## src/verilog/pph_pkg.sv

```systemverilog
// Purpose: Shared constants and types for the power-down hold block.
// Assumes: 200 MHz mclk; AXI4-Lite register access with 32-bit data.
// Notes: All offsets, field positions, the signature reset value and counts live here.
package pph_pkg;
  // ==========================================================
  // Device shape
  // ==========================================================
  localparam int NUM_IN = 12;               // Dedicated inputs
  localparam int NUM_MC = 10;               // I/O macrocells
  localparam int ARRAY_W = NUM_IN + NUM_MC; // Product-term array inputs
  localparam int CLK_PIN_IDX = 0;           // Input pin that clocks the macrocells
  localparam int SHARED_PIN_IDX = 1;        // Input pin shared with the sleep function
  localparam int ADDR_W = 8;                // Register bus address width

  // ==========================================================
  // Timing
  // ==========================================================
  localparam int CLK_MHZ = 200;                 // mclk rate
  localparam int POWERUP_RESET_TIME_NS = 1000;  // Longest power-up reset time
  // Longest time, so the cycle count rounds down
  localparam int POWERUP_RESET_CYCLES = (POWERUP_RESET_TIME_NS * CLK_MHZ) / 1000;
  localparam int POR_CNT_W = 8;                 // Width of the power-up counter

  // ==========================================================
  // Register map
  // ==========================================================
  localparam logic [ADDR_W-1:0] CTRL_OFS = 8'h00;   // Sleep enable, security
  localparam logic [ADDR_W-1:0] MCFG_OFS = 8'h04;   // Macrocell configuration
  localparam logic [ADDR_W-1:0] SIGLO_OFS = 8'h08;  // User signature, low word
  localparam logic [ADDR_W-1:0] SIGHI_OFS = 8'h0c;  // User signature, high word
  localparam logic [ADDR_W-1:0] STAT_OFS = 8'h10;   // Block state
  localparam int CTRL_SLEEP_EN_BIT = 0;
  localparam int CTRL_SECURE_BIT = 1;
  localparam int MCFG_POL_LSB = 0;     // Ten active-low bits
  localparam int MCFG_REG_LSB = 16;    // Ten registered-path bits
  localparam int STAT_SLEEP_BIT = 0;
  localparam int STAT_POR_BIT = 1;
  localparam int STAT_OUT_LSB = 16;    // Ten output levels
  localparam logic [31:0] SIG_RESET = 32'h0000_0000;
  localparam logic [1:0] RESP_OKAY = 2'h0;
  localparam logic [1:0] RESP_SLVERR = 2'h2;

  // ==========================================================
  // Types
  // ==========================================================
  // Per-macrocell output form
  typedef struct packed {
    logic [NUM_MC-1:0] registered;  // 1: registered path, 0: combinational
    logic [NUM_MC-1:0] activeLow;   // 1: inverted output
  } pph_mc_cfg_t;

  // Device-wide control bits
  typedef struct packed {
    logic secure;   // Blocks configuration readback, sticky
    logic sleepEn;  // Shared pin acts as sleep pin
  } pph_ctrl_t;

  // Power sequencing states
  typedef enum logic [1:0] {
    PS_PORWAIT,
    PS_RUN,
    PS_SLEEP
  } pph_pwr_state_t;
endpackage : pph_pkg

```

## src/verilog/pph_pin_keeper.sv

```systemverilog
// Purpose: Weak keeper for a group of pins, holding the last driven level.
// Assumes: Level and float inputs are already synchronised to mclk.
// Notes: A hold freezes the sampled level while the keeper stays in force.
`timescale 1ns/100ps
`default_nettype none
module pph_pin_keeper #(
  parameter int WIDTH = 1
) (
  // Clock and reset
  input wire logic mclk,
  input wire logic srst,
  // Pin side
  input wire logic [WIDTH-1:0] level,
  input wire logic [WIDTH-1:0] floating,
  // Control
  input wire logic hold,
  // Logic side
  output logic [WIDTH-1:0] kept
);
  // ==========================================================
  // Keeper state
  // ==========================================================
  logic [WIDTH-1:0] kept_q;  // Last accepted level per pin

  // Follow a driven pin, keep the old level on a floating one
  always_ff @(posedge mclk) begin
    if (srst) begin
      kept_q <= '0;
    end else if (!hold) begin
      kept_q <= (level & ~floating) | (kept_q & floating);
    end
  end

  assign kept = kept_q;

  // Floating pin 0 never changes its kept level
  property keepFloat_p;
    @(posedge mclk) disable iff (srst) (floating[0] && !hold) |=> $stable(kept_q[0]);
  endproperty
  floatKeep_a: assert property (keepFloat_p) else $error("keeper lost level");
  // Held keeper stays put
  holdKeep_a: assert property (@(posedge mclk) disable iff (srst)
    hold |=> $stable(kept_q)) else $error("keeper moved during hold");
endmodule : pph_pin_keeper
`default_nettype wire

```

## src/verilog/pph_top.sv

```systemverilog
// Purpose: Power-down hold, pin keepers, macrocell outputs and signature.
// Assumes: Product-term array sits outside; pins are asynchronous to mclk.
// Notes: Registers on AXI4-Lite; security bit is sticky until reset.
//
// Summary of operation
// - Enabled and sleep pin high enters hold
// - Hold freezes registers and output values
// - Undetermined outputs stay as they were
// - Hold blocks all inputs except sleep pin
// - Pin keepers stay active while holding
// - Undriven pins keep last level, weakly
// - One bit selects sleep; default plain input
// - Sleep use hides pin from array
// - Twelve inputs, ten macrocells feed array
// - Macrocell polarity and registered/combinational path
// - Security blocks readback; signature always readable
// - Power-up clears macrocell registers low
//
// Design decisions made here: the AXI4-Lite register port and the register addresses.
`timescale 1ns/100ps
`default_nettype none
module pph_top (
  // Clock and reset
  input wire logic mclk,
  input wire logic srst,
  // AXI4-Lite write address
  input wire logic [pph_pkg::ADDR_W-1:0] s_axi_awaddr,
  input wire logic s_axi_awvalid,
  output logic s_axi_awready,
  // AXI4-Lite write data
  input wire logic [31:0] s_axi_wdata,
  input wire logic [3:0] s_axi_wstrb,
  input wire logic s_axi_wvalid,
  output logic s_axi_wready,
  // AXI4-Lite write response
  output logic [1:0] s_axi_bresp,
  output logic s_axi_bvalid,
  input wire logic s_axi_bready,
  // AXI4-Lite read address
  input wire logic [pph_pkg::ADDR_W-1:0] s_axi_araddr,
  input wire logic s_axi_arvalid,
  output logic s_axi_arready,
  // AXI4-Lite read data
  output logic [31:0] s_axi_rdata,
  output logic [1:0] s_axi_rresp,
  output logic s_axi_rvalid,
  input wire logic s_axi_rready,
  // Dedicated input pins
  input wire logic [pph_pkg::NUM_IN-1:0] pinIn,
  input wire logic [pph_pkg::NUM_IN-1:0] pinFloat,
  // Macrocell I/O pins
  input wire logic [pph_pkg::NUM_MC-1:0] ioIn,
  input wire logic [pph_pkg::NUM_MC-1:0] ioFloat,
  output logic [pph_pkg::NUM_MC-1:0] ioOut,
  output logic [pph_pkg::NUM_MC-1:0] ioOe_n,
  // Product-term array
  output logic [pph_pkg::ARRAY_W-1:0] arrayIn,
  input wire logic [pph_pkg::NUM_MC-1:0] sumTerm,
  input wire logic [pph_pkg::NUM_MC-1:0] oeTerm,
  // Status
  output logic sleeping
);
  localparam int SYNC_W = 2 * (pph_pkg::NUM_IN + pph_pkg::NUM_MC);

  // ==========================================================
  // Declarations
  // ==========================================================
  pph_pkg::pph_ctrl_t ctrl_q;          // Sleep enable and security
  pph_pkg::pph_mc_cfg_t mcCfg_q;       // Output forms
  logic [63:0] sig_q;                  // User signature
  pph_pkg::pph_pwr_state_t pwr_q;      // Power sequencing state
  logic [pph_pkg::POR_CNT_W-1:0] porCnt_q;  // Power-up reset interval counter, counting up
  logic [SYNC_W-1:0] syncA_q;          // First synchroniser stage
  logic [SYNC_W-1:0] syncB_q;          // Second synchroniser stage
  logic [pph_pkg::NUM_IN-1:0] keptIn;  // Kept dedicated inputs
  logic [pph_pkg::NUM_MC-1:0] keptIo;  // Kept I/O pin levels
  logic clkPrev_q;                     // Previous level of the clock pin
  logic clkEdge;                       // Rising edge seen on the clock pin
  logic sleepReq;                      // Sleep requested by the shared pin
  logic holdNow;                       // Hold state in force
  logic porBusy;                       // Power-up reset interval running
  logic [pph_pkg::NUM_MC-1:0] mcReg_q; // Macrocell registers
  logic [pph_pkg::NUM_MC-1:0] out_q;   // Output levels
  logic [pph_pkg::NUM_MC-1:0] oeN_q;   // Output enables, low drives
  logic [pph_pkg::NUM_MC-1:0] pathVal; // Selected path before polarity
  logic [pph_pkg::NUM_MC-1:0] feedback;// Feedback into the array
  logic [pph_pkg::NUM_IN-1:0] arrIn;   // Input half of the array inputs
  logic [pph_pkg::ADDR_W-1:0] awAddr_q;// Held write address
  logic awHeld_q;                      // Write address taken
  logic [31:0] wData_q;                // Held write data
  logic [3:0] wStrb_q;                 // Held byte enables
  logic wHeld_q;                       // Write data taken
  logic bValid_q;                      // Write response pending
  logic [1:0] bResp_q;                 // Write response code
  logic rValid_q;                      // Read data pending
  logic [1:0] rResp_q;                 // Read response code
  logic [31:0] rData_q;                // Read data
  logic doWrite;                       // Both halves of a write present
  logic [31:0] rdMux;                  // Read data for the current address
  logic rdHit;                         // Read address is mapped
  logic wrHit;                         // Write address is mapped
  logic sleepKept;                     // Kept level of the shared sleep pin
  logic [31:0] mcfgOld;                // Output forms as a register word
  logic [31:0] mcfgNew;                // Same word with the held write merged

  // Byte-enable merge of held data into an old word
  function automatic logic [31:0] mergeBytes(input logic [31:0] old,
                                             input logic [31:0] nw,
                                             input logic [3:0] strb);
    logic [31:0] res;
    res = old;
    for (int b = 0; b < 4; b++) begin
      if (strb[b]) begin
        res[8*b +: 8] = nw[8*b +: 8];
      end
    end
    return res;
  endfunction : mergeBytes

  // ==========================================================
  // Pin synchronisers and keepers
  // ==========================================================
  // Two flops ahead of any logic for every pin signal
  always_ff @(posedge mclk) begin
    if (srst) begin
      syncA_q <= '0;
      syncB_q <= '0;
    end else begin
      syncA_q <= {pinFloat, pinIn, ioFloat, ioIn};
      syncB_q <= syncA_q;
    end
  end

  // Dedicated inputs keep their level and are blocked while holding
  pph_pin_keeper #(.WIDTH(pph_pkg::NUM_IN)) inKeep (
    .mclk(mclk),
    .srst(srst),
    .level(syncB_q[2*pph_pkg::NUM_MC +: pph_pkg::NUM_IN]),
    .floating(syncB_q[2*pph_pkg::NUM_MC+pph_pkg::NUM_IN +: pph_pkg::NUM_IN]),
    .hold(holdNow),
    .kept(keptIn)
  );

  // I/O pins keep their level likewise
  pph_pin_keeper #(.WIDTH(pph_pkg::NUM_MC)) ioKeep (
    .mclk(mclk),
    .srst(srst),
    .level(syncB_q[0 +: pph_pkg::NUM_MC]),
    .floating(syncB_q[pph_pkg::NUM_MC +: pph_pkg::NUM_MC]),
    .hold(holdNow),
    .kept(keptIo)
  );

  // Sleep pin keeps its level when undriven, but is never frozen so it can end the hold
  pph_pin_keeper #(.WIDTH(1)) sleepKeep (
    .mclk(mclk),
    .srst(srst),
    .level(syncB_q[2*pph_pkg::NUM_MC + pph_pkg::SHARED_PIN_IDX]),
    .floating(syncB_q[2*pph_pkg::NUM_MC + pph_pkg::NUM_IN + pph_pkg::SHARED_PIN_IDX]),
    .hold(1'b0),
    .kept(sleepKept)
  );

  assign sleepReq = ctrl_q.sleepEn & sleepKept;

  // ==========================================================
  // Power sequencing
  // ==========================================================
  // Wait out power-up reset, then follow the sleep pin
  always_ff @(posedge mclk) begin
    if (srst) begin
      pwr_q <= pph_pkg::PS_PORWAIT;
      porCnt_q <= '0;
    end else begin
      case (pwr_q)
        pph_pkg::PS_PORWAIT: begin
          // Clock pin ignored until the interval is over
          if (porCnt_q == pph_pkg::POR_CNT_W'(pph_pkg::POWERUP_RESET_CYCLES - 1)) begin
            pwr_q <= pph_pkg::PS_RUN;
          end else begin
            porCnt_q <= porCnt_q + 1'b1;
          end
        end
        pph_pkg::PS_RUN: begin
          if (sleepReq) begin
            pwr_q <= pph_pkg::PS_SLEEP;
          end
        end
        pph_pkg::PS_SLEEP: begin
          if (!sleepReq) begin
            pwr_q <= pph_pkg::PS_RUN;
          end
        end
        default: begin
          pwr_q <= pph_pkg::PS_PORWAIT;
        end
      endcase
    end
  end

  assign holdNow = (pwr_q == pph_pkg::PS_SLEEP);
  assign porBusy = (pwr_q == pph_pkg::PS_PORWAIT);
  assign sleeping = holdNow;

  // ==========================================================
  // Macrocells
  // ==========================================================
  // Clock pin edge, taken from the kept and synchronised level
  always_ff @(posedge mclk) begin
    if (srst) begin
      clkPrev_q <= 1'b0;
    end else if (!holdNow) begin
      clkPrev_q <= keptIn[pph_pkg::CLK_PIN_IDX];
    end
  end

  assign clkEdge = keptIn[pph_pkg::CLK_PIN_IDX] & ~clkPrev_q;

  // Registers clear at reset and advance only outside hold
  always_ff @(posedge mclk) begin
    if (srst) begin
      mcReg_q <= '0;
    end else if (clkEdge && !holdNow && !porBusy) begin
      mcReg_q <= sumTerm;
    end
  end

  // Output form: registered or combinational, then polarity
  assign pathVal = (mcCfg_q.registered & mcReg_q) | (~mcCfg_q.registered & sumTerm);

  // Outputs freeze whole during hold, including undriven ones
  always_ff @(posedge mclk) begin
    if (srst) begin
      out_q <= mcCfg_q.activeLow;
      oeN_q <= '1;
    end else if (!holdNow) begin
      out_q <= pathVal ^ mcCfg_q.activeLow;
      oeN_q <= ~oeTerm;
    end
  end

  assign ioOut = out_q;
  assign ioOe_n = oeN_q;

  // Buried feedback stays usable in sleep mode
  assign feedback = (mcCfg_q.registered & mcReg_q) | (~mcCfg_q.registered & keptIo);

  // Shared pin is cut from the array when it serves as sleep pin
  always_comb begin
    arrIn = keptIn;
    if (ctrl_q.sleepEn) begin
      arrIn[pph_pkg::SHARED_PIN_IDX] = 1'b0;
    end
  end

  assign arrayIn = {feedback, arrIn};

  // ==========================================================
  // Register bus: write path
  // ==========================================================
  assign s_axi_awready = !awHeld_q && !bValid_q;
  assign s_axi_wready = !wHeld_q && !bValid_q;
  assign doWrite = awHeld_q && wHeld_q && !bValid_q;
  assign wrHit = (awAddr_q == pph_pkg::CTRL_OFS) || (awAddr_q == pph_pkg::MCFG_OFS) ||
                 (awAddr_q == pph_pkg::SIGLO_OFS) || (awAddr_q == pph_pkg::SIGHI_OFS) ||
                 (awAddr_q == pph_pkg::STAT_OFS);

  // Take address and data in either order, answer once both are in
  always_ff @(posedge mclk) begin
    if (srst) begin
      awHeld_q <= 1'b0;
      wHeld_q <= 1'b0;
      awAddr_q <= '0;
      wData_q <= '0;
      wStrb_q <= '0;
      bValid_q <= 1'b0;
      bResp_q <= pph_pkg::RESP_OKAY;
    end else begin
      if (s_axi_awvalid && s_axi_awready) begin
        awHeld_q <= 1'b1;
        awAddr_q <= s_axi_awaddr;
      end
      if (s_axi_wvalid && s_axi_wready) begin
        wHeld_q <= 1'b1;
        wData_q <= s_axi_wdata;
        wStrb_q <= s_axi_wstrb;
      end
      if (doWrite) begin
        awHeld_q <= 1'b0;
        wHeld_q <= 1'b0;
        bValid_q <= 1'b1;
        bResp_q <= wrHit ? pph_pkg::RESP_OKAY : pph_pkg::RESP_SLVERR;
      end else if (bValid_q && s_axi_bready) begin
        bValid_q <= 1'b0;
      end
    end
  end

  assign s_axi_bvalid = bValid_q;
  assign s_axi_bresp = bResp_q;

  // Control bits: sleep select defaults clear, security only sets
  always_ff @(posedge mclk) begin
    if (srst) begin
      ctrl_q <= '0;
    end else if (doWrite && awAddr_q == pph_pkg::CTRL_OFS && wStrb_q[0]) begin
      ctrl_q.sleepEn <= wData_q[pph_pkg::CTRL_SLEEP_EN_BIT];
      ctrl_q.secure <= ctrl_q.secure | wData_q[pph_pkg::CTRL_SECURE_BIT];
    end
  end

  // Current output forms as a word, with the held write merged per byte
  always_comb begin
    mcfgOld = '0;
    mcfgOld[pph_pkg::MCFG_POL_LSB +: pph_pkg::NUM_MC] = mcCfg_q.activeLow;
    mcfgOld[pph_pkg::MCFG_REG_LSB +: pph_pkg::NUM_MC] = mcCfg_q.registered;
    mcfgNew = mergeBytes(mcfgOld, wData_q, wStrb_q);
  end

  // Macrocell output forms
  always_ff @(posedge mclk) begin
    if (srst) begin
      mcCfg_q <= '0;
    end else if (doWrite && awAddr_q == pph_pkg::MCFG_OFS) begin
      mcCfg_q.activeLow <= mcfgNew[pph_pkg::MCFG_POL_LSB +: pph_pkg::NUM_MC];
      mcCfg_q.registered <= mcfgNew[pph_pkg::MCFG_REG_LSB +: pph_pkg::NUM_MC];
    end
  end

  // User signature words
  always_ff @(posedge mclk) begin
    if (srst) begin
      sig_q <= {pph_pkg::SIG_RESET, pph_pkg::SIG_RESET};
    end else if (doWrite && awAddr_q == pph_pkg::SIGLO_OFS) begin
      sig_q[31:0] <= mergeBytes(sig_q[31:0], wData_q, wStrb_q);
    end else if (doWrite && awAddr_q == pph_pkg::SIGHI_OFS) begin
      sig_q[63:32] <= mergeBytes(sig_q[63:32], wData_q, wStrb_q);
    end
  end

  // ==========================================================
  // Register bus: read path
  // ==========================================================
  // Configuration reads as zero once secured; signature never hidden
  always_comb begin
    rdMux = '0;
    rdHit = 1'b1;
    case (s_axi_araddr)
      pph_pkg::CTRL_OFS: begin
        rdMux[pph_pkg::CTRL_SLEEP_EN_BIT] = ctrl_q.sleepEn & ~ctrl_q.secure;
        rdMux[pph_pkg::CTRL_SECURE_BIT] = ctrl_q.secure;
      end
      pph_pkg::MCFG_OFS: begin
        if (!ctrl_q.secure) begin
          rdMux[pph_pkg::MCFG_POL_LSB +: pph_pkg::NUM_MC] = mcCfg_q.activeLow;
          rdMux[pph_pkg::MCFG_REG_LSB +: pph_pkg::NUM_MC] = mcCfg_q.registered;
        end
      end
      pph_pkg::SIGLO_OFS: rdMux = sig_q[31:0];
      pph_pkg::SIGHI_OFS: rdMux = sig_q[63:32];
      pph_pkg::STAT_OFS: begin
        rdMux[pph_pkg::STAT_SLEEP_BIT] = holdNow;
        rdMux[pph_pkg::STAT_POR_BIT] = porBusy;
        rdMux[pph_pkg::STAT_OUT_LSB +: pph_pkg::NUM_MC] = out_q;
      end
      default: rdHit = 1'b0;
    endcase
  end

  assign s_axi_arready = !rValid_q;

  // One read at a time, answered the cycle after it is taken
  always_ff @(posedge mclk) begin
    if (srst) begin
      rValid_q <= 1'b0;
      rData_q <= '0;
      rResp_q <= pph_pkg::RESP_OKAY;
    end else if (s_axi_arvalid && s_axi_arready) begin
      rValid_q <= 1'b1;
      rData_q <= rdMux;
      rResp_q <= rdHit ? pph_pkg::RESP_OKAY : pph_pkg::RESP_SLVERR;
    end else if (rValid_q && s_axi_rready) begin
      rValid_q <= 1'b0;
    end
  end

  assign s_axi_rvalid = rValid_q;
  assign s_axi_rdata = rData_q;
  assign s_axi_rresp = rResp_q;

  // ==========================================================
  // Checks
  // ==========================================================
  enterSleep_a: assert property (@(posedge mclk) disable iff (srst)
    (pwr_q == pph_pkg::PS_RUN && sleepReq) |=> holdNow) else $error("sleep not entered");
  outFrozen_a: assert property (@(posedge mclk) disable iff (srst)
    holdNow ##1 holdNow |-> $stable(ioOut)) else $error("output moved in hold");
  regFrozen_a: assert property (@(posedge mclk) disable iff (srst)
    holdNow |=> $stable(mcReg_q)) else $error("register moved in hold");
  oeFrozen_a: assert property (@(posedge mclk) disable iff (srst)
    holdNow ##1 holdNow |-> $stable(ioOe_n)) else $error("enable moved in hold");
  inputsBlocked_a: assert property (@(posedge mclk) disable iff (srst)
    holdNow |=> $stable(arrIn)) else $error("input reached array in hold");
  sharedPlain_a: assert property (@(posedge mclk) disable iff (srst)
    !ctrl_q.sleepEn |-> arrayIn[pph_pkg::SHARED_PIN_IDX] == keptIn[pph_pkg::SHARED_PIN_IDX])
    else $error("shared pin not an input");
  sharedCut_a: assert property (@(posedge mclk) disable iff (srst)
    ctrl_q.sleepEn |-> !arrayIn[pph_pkg::SHARED_PIN_IDX]) else $error("shared pin fed array");
  secureHide_a: assert property (@(posedge mclk) disable iff (srst)
    (s_axi_arvalid && s_axi_arready && ctrl_q.secure && s_axi_araddr == pph_pkg::MCFG_OFS)
    |=> s_axi_rdata == 32'h0000_0000) else $error("config leaked when secure");
  porClear_a: assert property (@(posedge mclk)
    srst |=> mcReg_q == '0 && porBusy) else $error("registers not cleared");
  resumeClock_a: assert property (@(posedge mclk) disable iff (srst)
    (clkEdge && !holdNow && !porBusy) |=> mcReg_q == $past(sumTerm))
    else $error("register did not resume");
endmodule : pph_top
`default_nettype wire
```

## config.mk

```make
export PLATFORM = sky130hd
export DESIGN_NAME = pph_top
export DESIGN_NICKNAME = d
export VERILOG_FILES = /design/src/verilog/pph_pkg.sv /design/src/verilog/pph_pin_keeper.sv /design/src/verilog/pph_top.sv
export SDC_FILE = /design/constraint.sdc
export NUM_CORES = 1
export LEC_CHECK = 0
export ABC_AREA = 0
export BUFFER_PORTS_ARGS = -buffer_cell sky130_fd_sc_hd__buf_2
export CORE_MARGIN = 2
export CORE_UTILIZATION = 56
export DETAILED_ROUTE_END_ITERATION = 10
export MAX_ROUTING_LAYER = met4
export PLACE_DENSITY = 0.8
export SYNTH_ARGS = -nofsm -noshare
export SYNTH_HDL_FRONTEND = slang
export SYNTH_SLANG_ARGS = --single-unit
```

## constraint.sdc

```tcl
create_clock -name mclk -period 2.8 [get_ports mclk]
set_clock_uncertainty 0.05 [all_clocks]
set_input_delay 0.56 -clock mclk [delete_from_list [all_inputs] [get_ports mclk]]
set_output_delay 0.56 -clock mclk [all_outputs]
set_load 0.02 [all_outputs]
```

==> reports/qor.txt <==
Core Area: 21,100 µm²
Synth Flop Type: dfxtp_1
worst hold margin: 158 ps
synthesis warning total: 0
All-Layer GR Usage: 24.8%
Layout area overhead: 18.2%
CTS Buf Count: 31
adder-cell share of the synthesized area: 0.104%
asr flop ratio synth: 0%
Placer Congestion: 0.836
ranking of synthesized cells by area: dfxtp_1, mux2i_1, nand2_1
Setup violations, final: 0
CP startpoint kind: register
Pins Over Slew Limit: 0
share of cells above drive strength 1: 20.1%
Die Ht: 151 µm
post-synthesis mux area share: 8.20%
met3 wire length: 2230 µm
Slew @ Worst Pin: 1100 ps
post_cts resized: 0
HPWL after DPL: 18,900 µm
area leader, netlist: dfxtp_1
Critical Path End Type: output pin
Root Driver: clkbuf_16
flops & latches, synth: 320
Max Cap Violations: 0
r2r setup slk: 620 ps
maximum clock path buffer count: 3
post-synthesis simple-gate area fraction: 22.2%
CTS hold repair buffers: 0
highest routed metal layer: met4
XOR/XNOR Fraction of Synth Area: 1.31%
min cycle time layout: 2420 ps
I/O Buffers: 204
Max rail drop VDD: 0.000631 V
Final Worst Setup Slack: 376 ps
die extent in x: 151 µm
first-pass GRT wire length: 44,200 µm
htree depth: 1
leakage power: 5.64 nW
Slew HR: 26.6%
DRT Pass-1 Iters: 5
DRC Markers: 0
Arrival @ worst endpoint: 1810 ps
DIE AREA: 22,800 µm²
Final nets: 1,579
via count: 9,428
fin util: 67.7%
top cell type's share of synthesized area: 51.4%
library cells used by synthesis: 54
Synth Instances: 1,279
via count of the first global-routing pass: 8,899
Ports: 207
fin crit share: 86.6%
status: completed
Setup TNS: 0 ps
met1 WL: 11,700 µm
Post-synth EDFFs: 10
DR WL/cell: 15.7 µm
initial antenna violation count: 2
Reg clk slew, reported paths: 60 ps
Critical Path RT: 2190 ps
total gr overflow: 0
Post-Place Worst Slack: 345 ps
clk sinks: 320
Hold Crit Class: input pin to register
upper clock frequency limit: 0.412 GHz
RSZ-0062 raised after global routing: false
area post-placement: 13,300 µm²
CP max FO: 22
Final ANT Viol Nets: 0
Post-CTS Setup Bufs: 0
main combinational cell family by area after synthesis: simple AND/OR/NAND/NOR gates
CTS tree: done
1st-iter DRT viols: 535
post-synthesis sequential area ratio: 53.9%
Compound-Gate Fraction of Synth Area: 10.4%
pin count of the biggest net entering global routing: 98
worst skew pair latency: 560 ps
Avg Cell Area, Syn: 9.44 µm²
Routed Wire Length: 27,500 µm
initial core utilization: 57.3%
crit path kind: register to output pin
Mapped Area: 12,100 µm²
Row Count: 53
PwrDens: 667 nW/µm²
WL met2: 13,000 µm
Final Cell Area: 14,300 µm²
mean number of vias per cell: 5.38
Hold Vio Cnt, Final: 0
==> power by group <==
part	leakage, nW	internal, W	switching [W]
logic	2.50	0.000263	0.000422
clock network	0.489	0.00230	0.00169
registers	2.65	0.00474	0.000115
total	5.64	0.00730	0.00223
==> final cells by class <==
class                   instances  area (µm²)
clock inverters                 9        95.1
fillers                      1650        6810
diodes                          2        5.00
inverters                      12        45.0
well taps                     275         344
repair buffers                234        1280
clock buffers                  46         892
flip-flops and latches        320        6510
multi-input cells             856        5110
==> synth_stat cells, types with 12 or more instances <==
master    number
nor3_1        17
inv_1         12
nor2b_1       91
o21ai_0       59
dfxtp_1      310
nand2b_1      33
nor2_1       163
nand2_1      169
mux2i_1       99
xor2_1        17
a21oi_1       89
a221oi_1      15
clkbuf_1      69
buf_4         13
==> worst paths after layout <==
path | from | depth (start not counted) | to
setup reg to reg | awAddr_q[0] | 5 | sig_q[44]
hold reg to reg | syncA_q[33] | 1 | syncB_q[33]
setup / recovery | pwr_q[0] | 4 | sleeping
hold / removal | ioFloat[6] | 2 | syncA_q[16]
==> state kept, by name, summed over array words and instances (netlist names), 2 cells and up, named ones only <==
signal,cells
wStrb_q,4
wData_q,32
ioOe_n,10
pwr_q,2
mcReg_q,10
sig_q,64
s_axi_rdata,32
syncB_q,44
ctrl_q,2
syncA_q,44
porCnt_q,8
awAddr_q,8
mcCfg_q,20
ioOut,10
==> cell families (layout without fill, tap and decap cells) <==
family,after synthesis,count (layout)
AOI/OAI and AO/OA,211,211
xor gates and xnor gates,18,18
adders and majority gates,1,1
buffers and inverters,104,301
DFF,320,320
muxes,99,99
other,1,4
and+or+nand+nor,525,525
==> stage by stage <==
step / instances / power (W)
3_3_place_gp: 1697 / 0.00561
5_1_grt: 1754 / 0.00988
2_1_floorplan: 1280 / 0.00539
3_5_place_dp: 1697 / 0.00564
6_report: 1754 / 0.00953
4_1_cts: 1752 / 0.00960
==> critical path, cell delays in order, from the launching register on <==
cell      delay (ps)
dfxtp_1          370
nand2b_1         170
buf_4            200
inv_1            280
buf_2            240
==> routing by layer <==
metal,vias to the layer above,track usage [%]
li1,4670,-
met1,4410,31.4
met2,299,41.1
met3,49,4.82
met4,0,6.21
met5,-,-
==> cells in the final DEF, fill, tap and decap left out, types with 3 or more instances in the layout <==
| cell | count |
|---|---|
| a211oi_1 | 9 |
| a21o_1 | 8 |
| a21oi_1 | 89 |
| a221oi_1 | 15 |
| a22oi_1 | 7 |
| a311oi_1 | 5 |
| a32oi_1 | 7 |
| and2_1 | 3 |
| buf_2 | 203 |
| buf_4 | 28 |
| clkbuf_1 | 9 |
| clkbuf_16 | 31 |
| clkbuf_8 | 6 |
| clkinv_2 | 5 |
| dfxtp_1 | 310 |
| edfxtp_1 | 10 |
| inv_1 | 12 |
| mux2i_1 | 99 |
| nand2_1 | 169 |
| nand2b_1 | 33 |
| nand3b_1 | 4 |
| nand4_1 | 3 |
| nand4b_1 | 4 |
| nor2_1 | 163 |
| nor2b_1 | 90 |
| nor3_1 | 17 |
| nor4_1 | 3 |
| nor4_4 | 10 |
| o21ai_0 | 59 |
| or4bb_1 | 8 |
| xor2_1 | 17 |
Note: power is estimated with default switching activity, not from simulation.
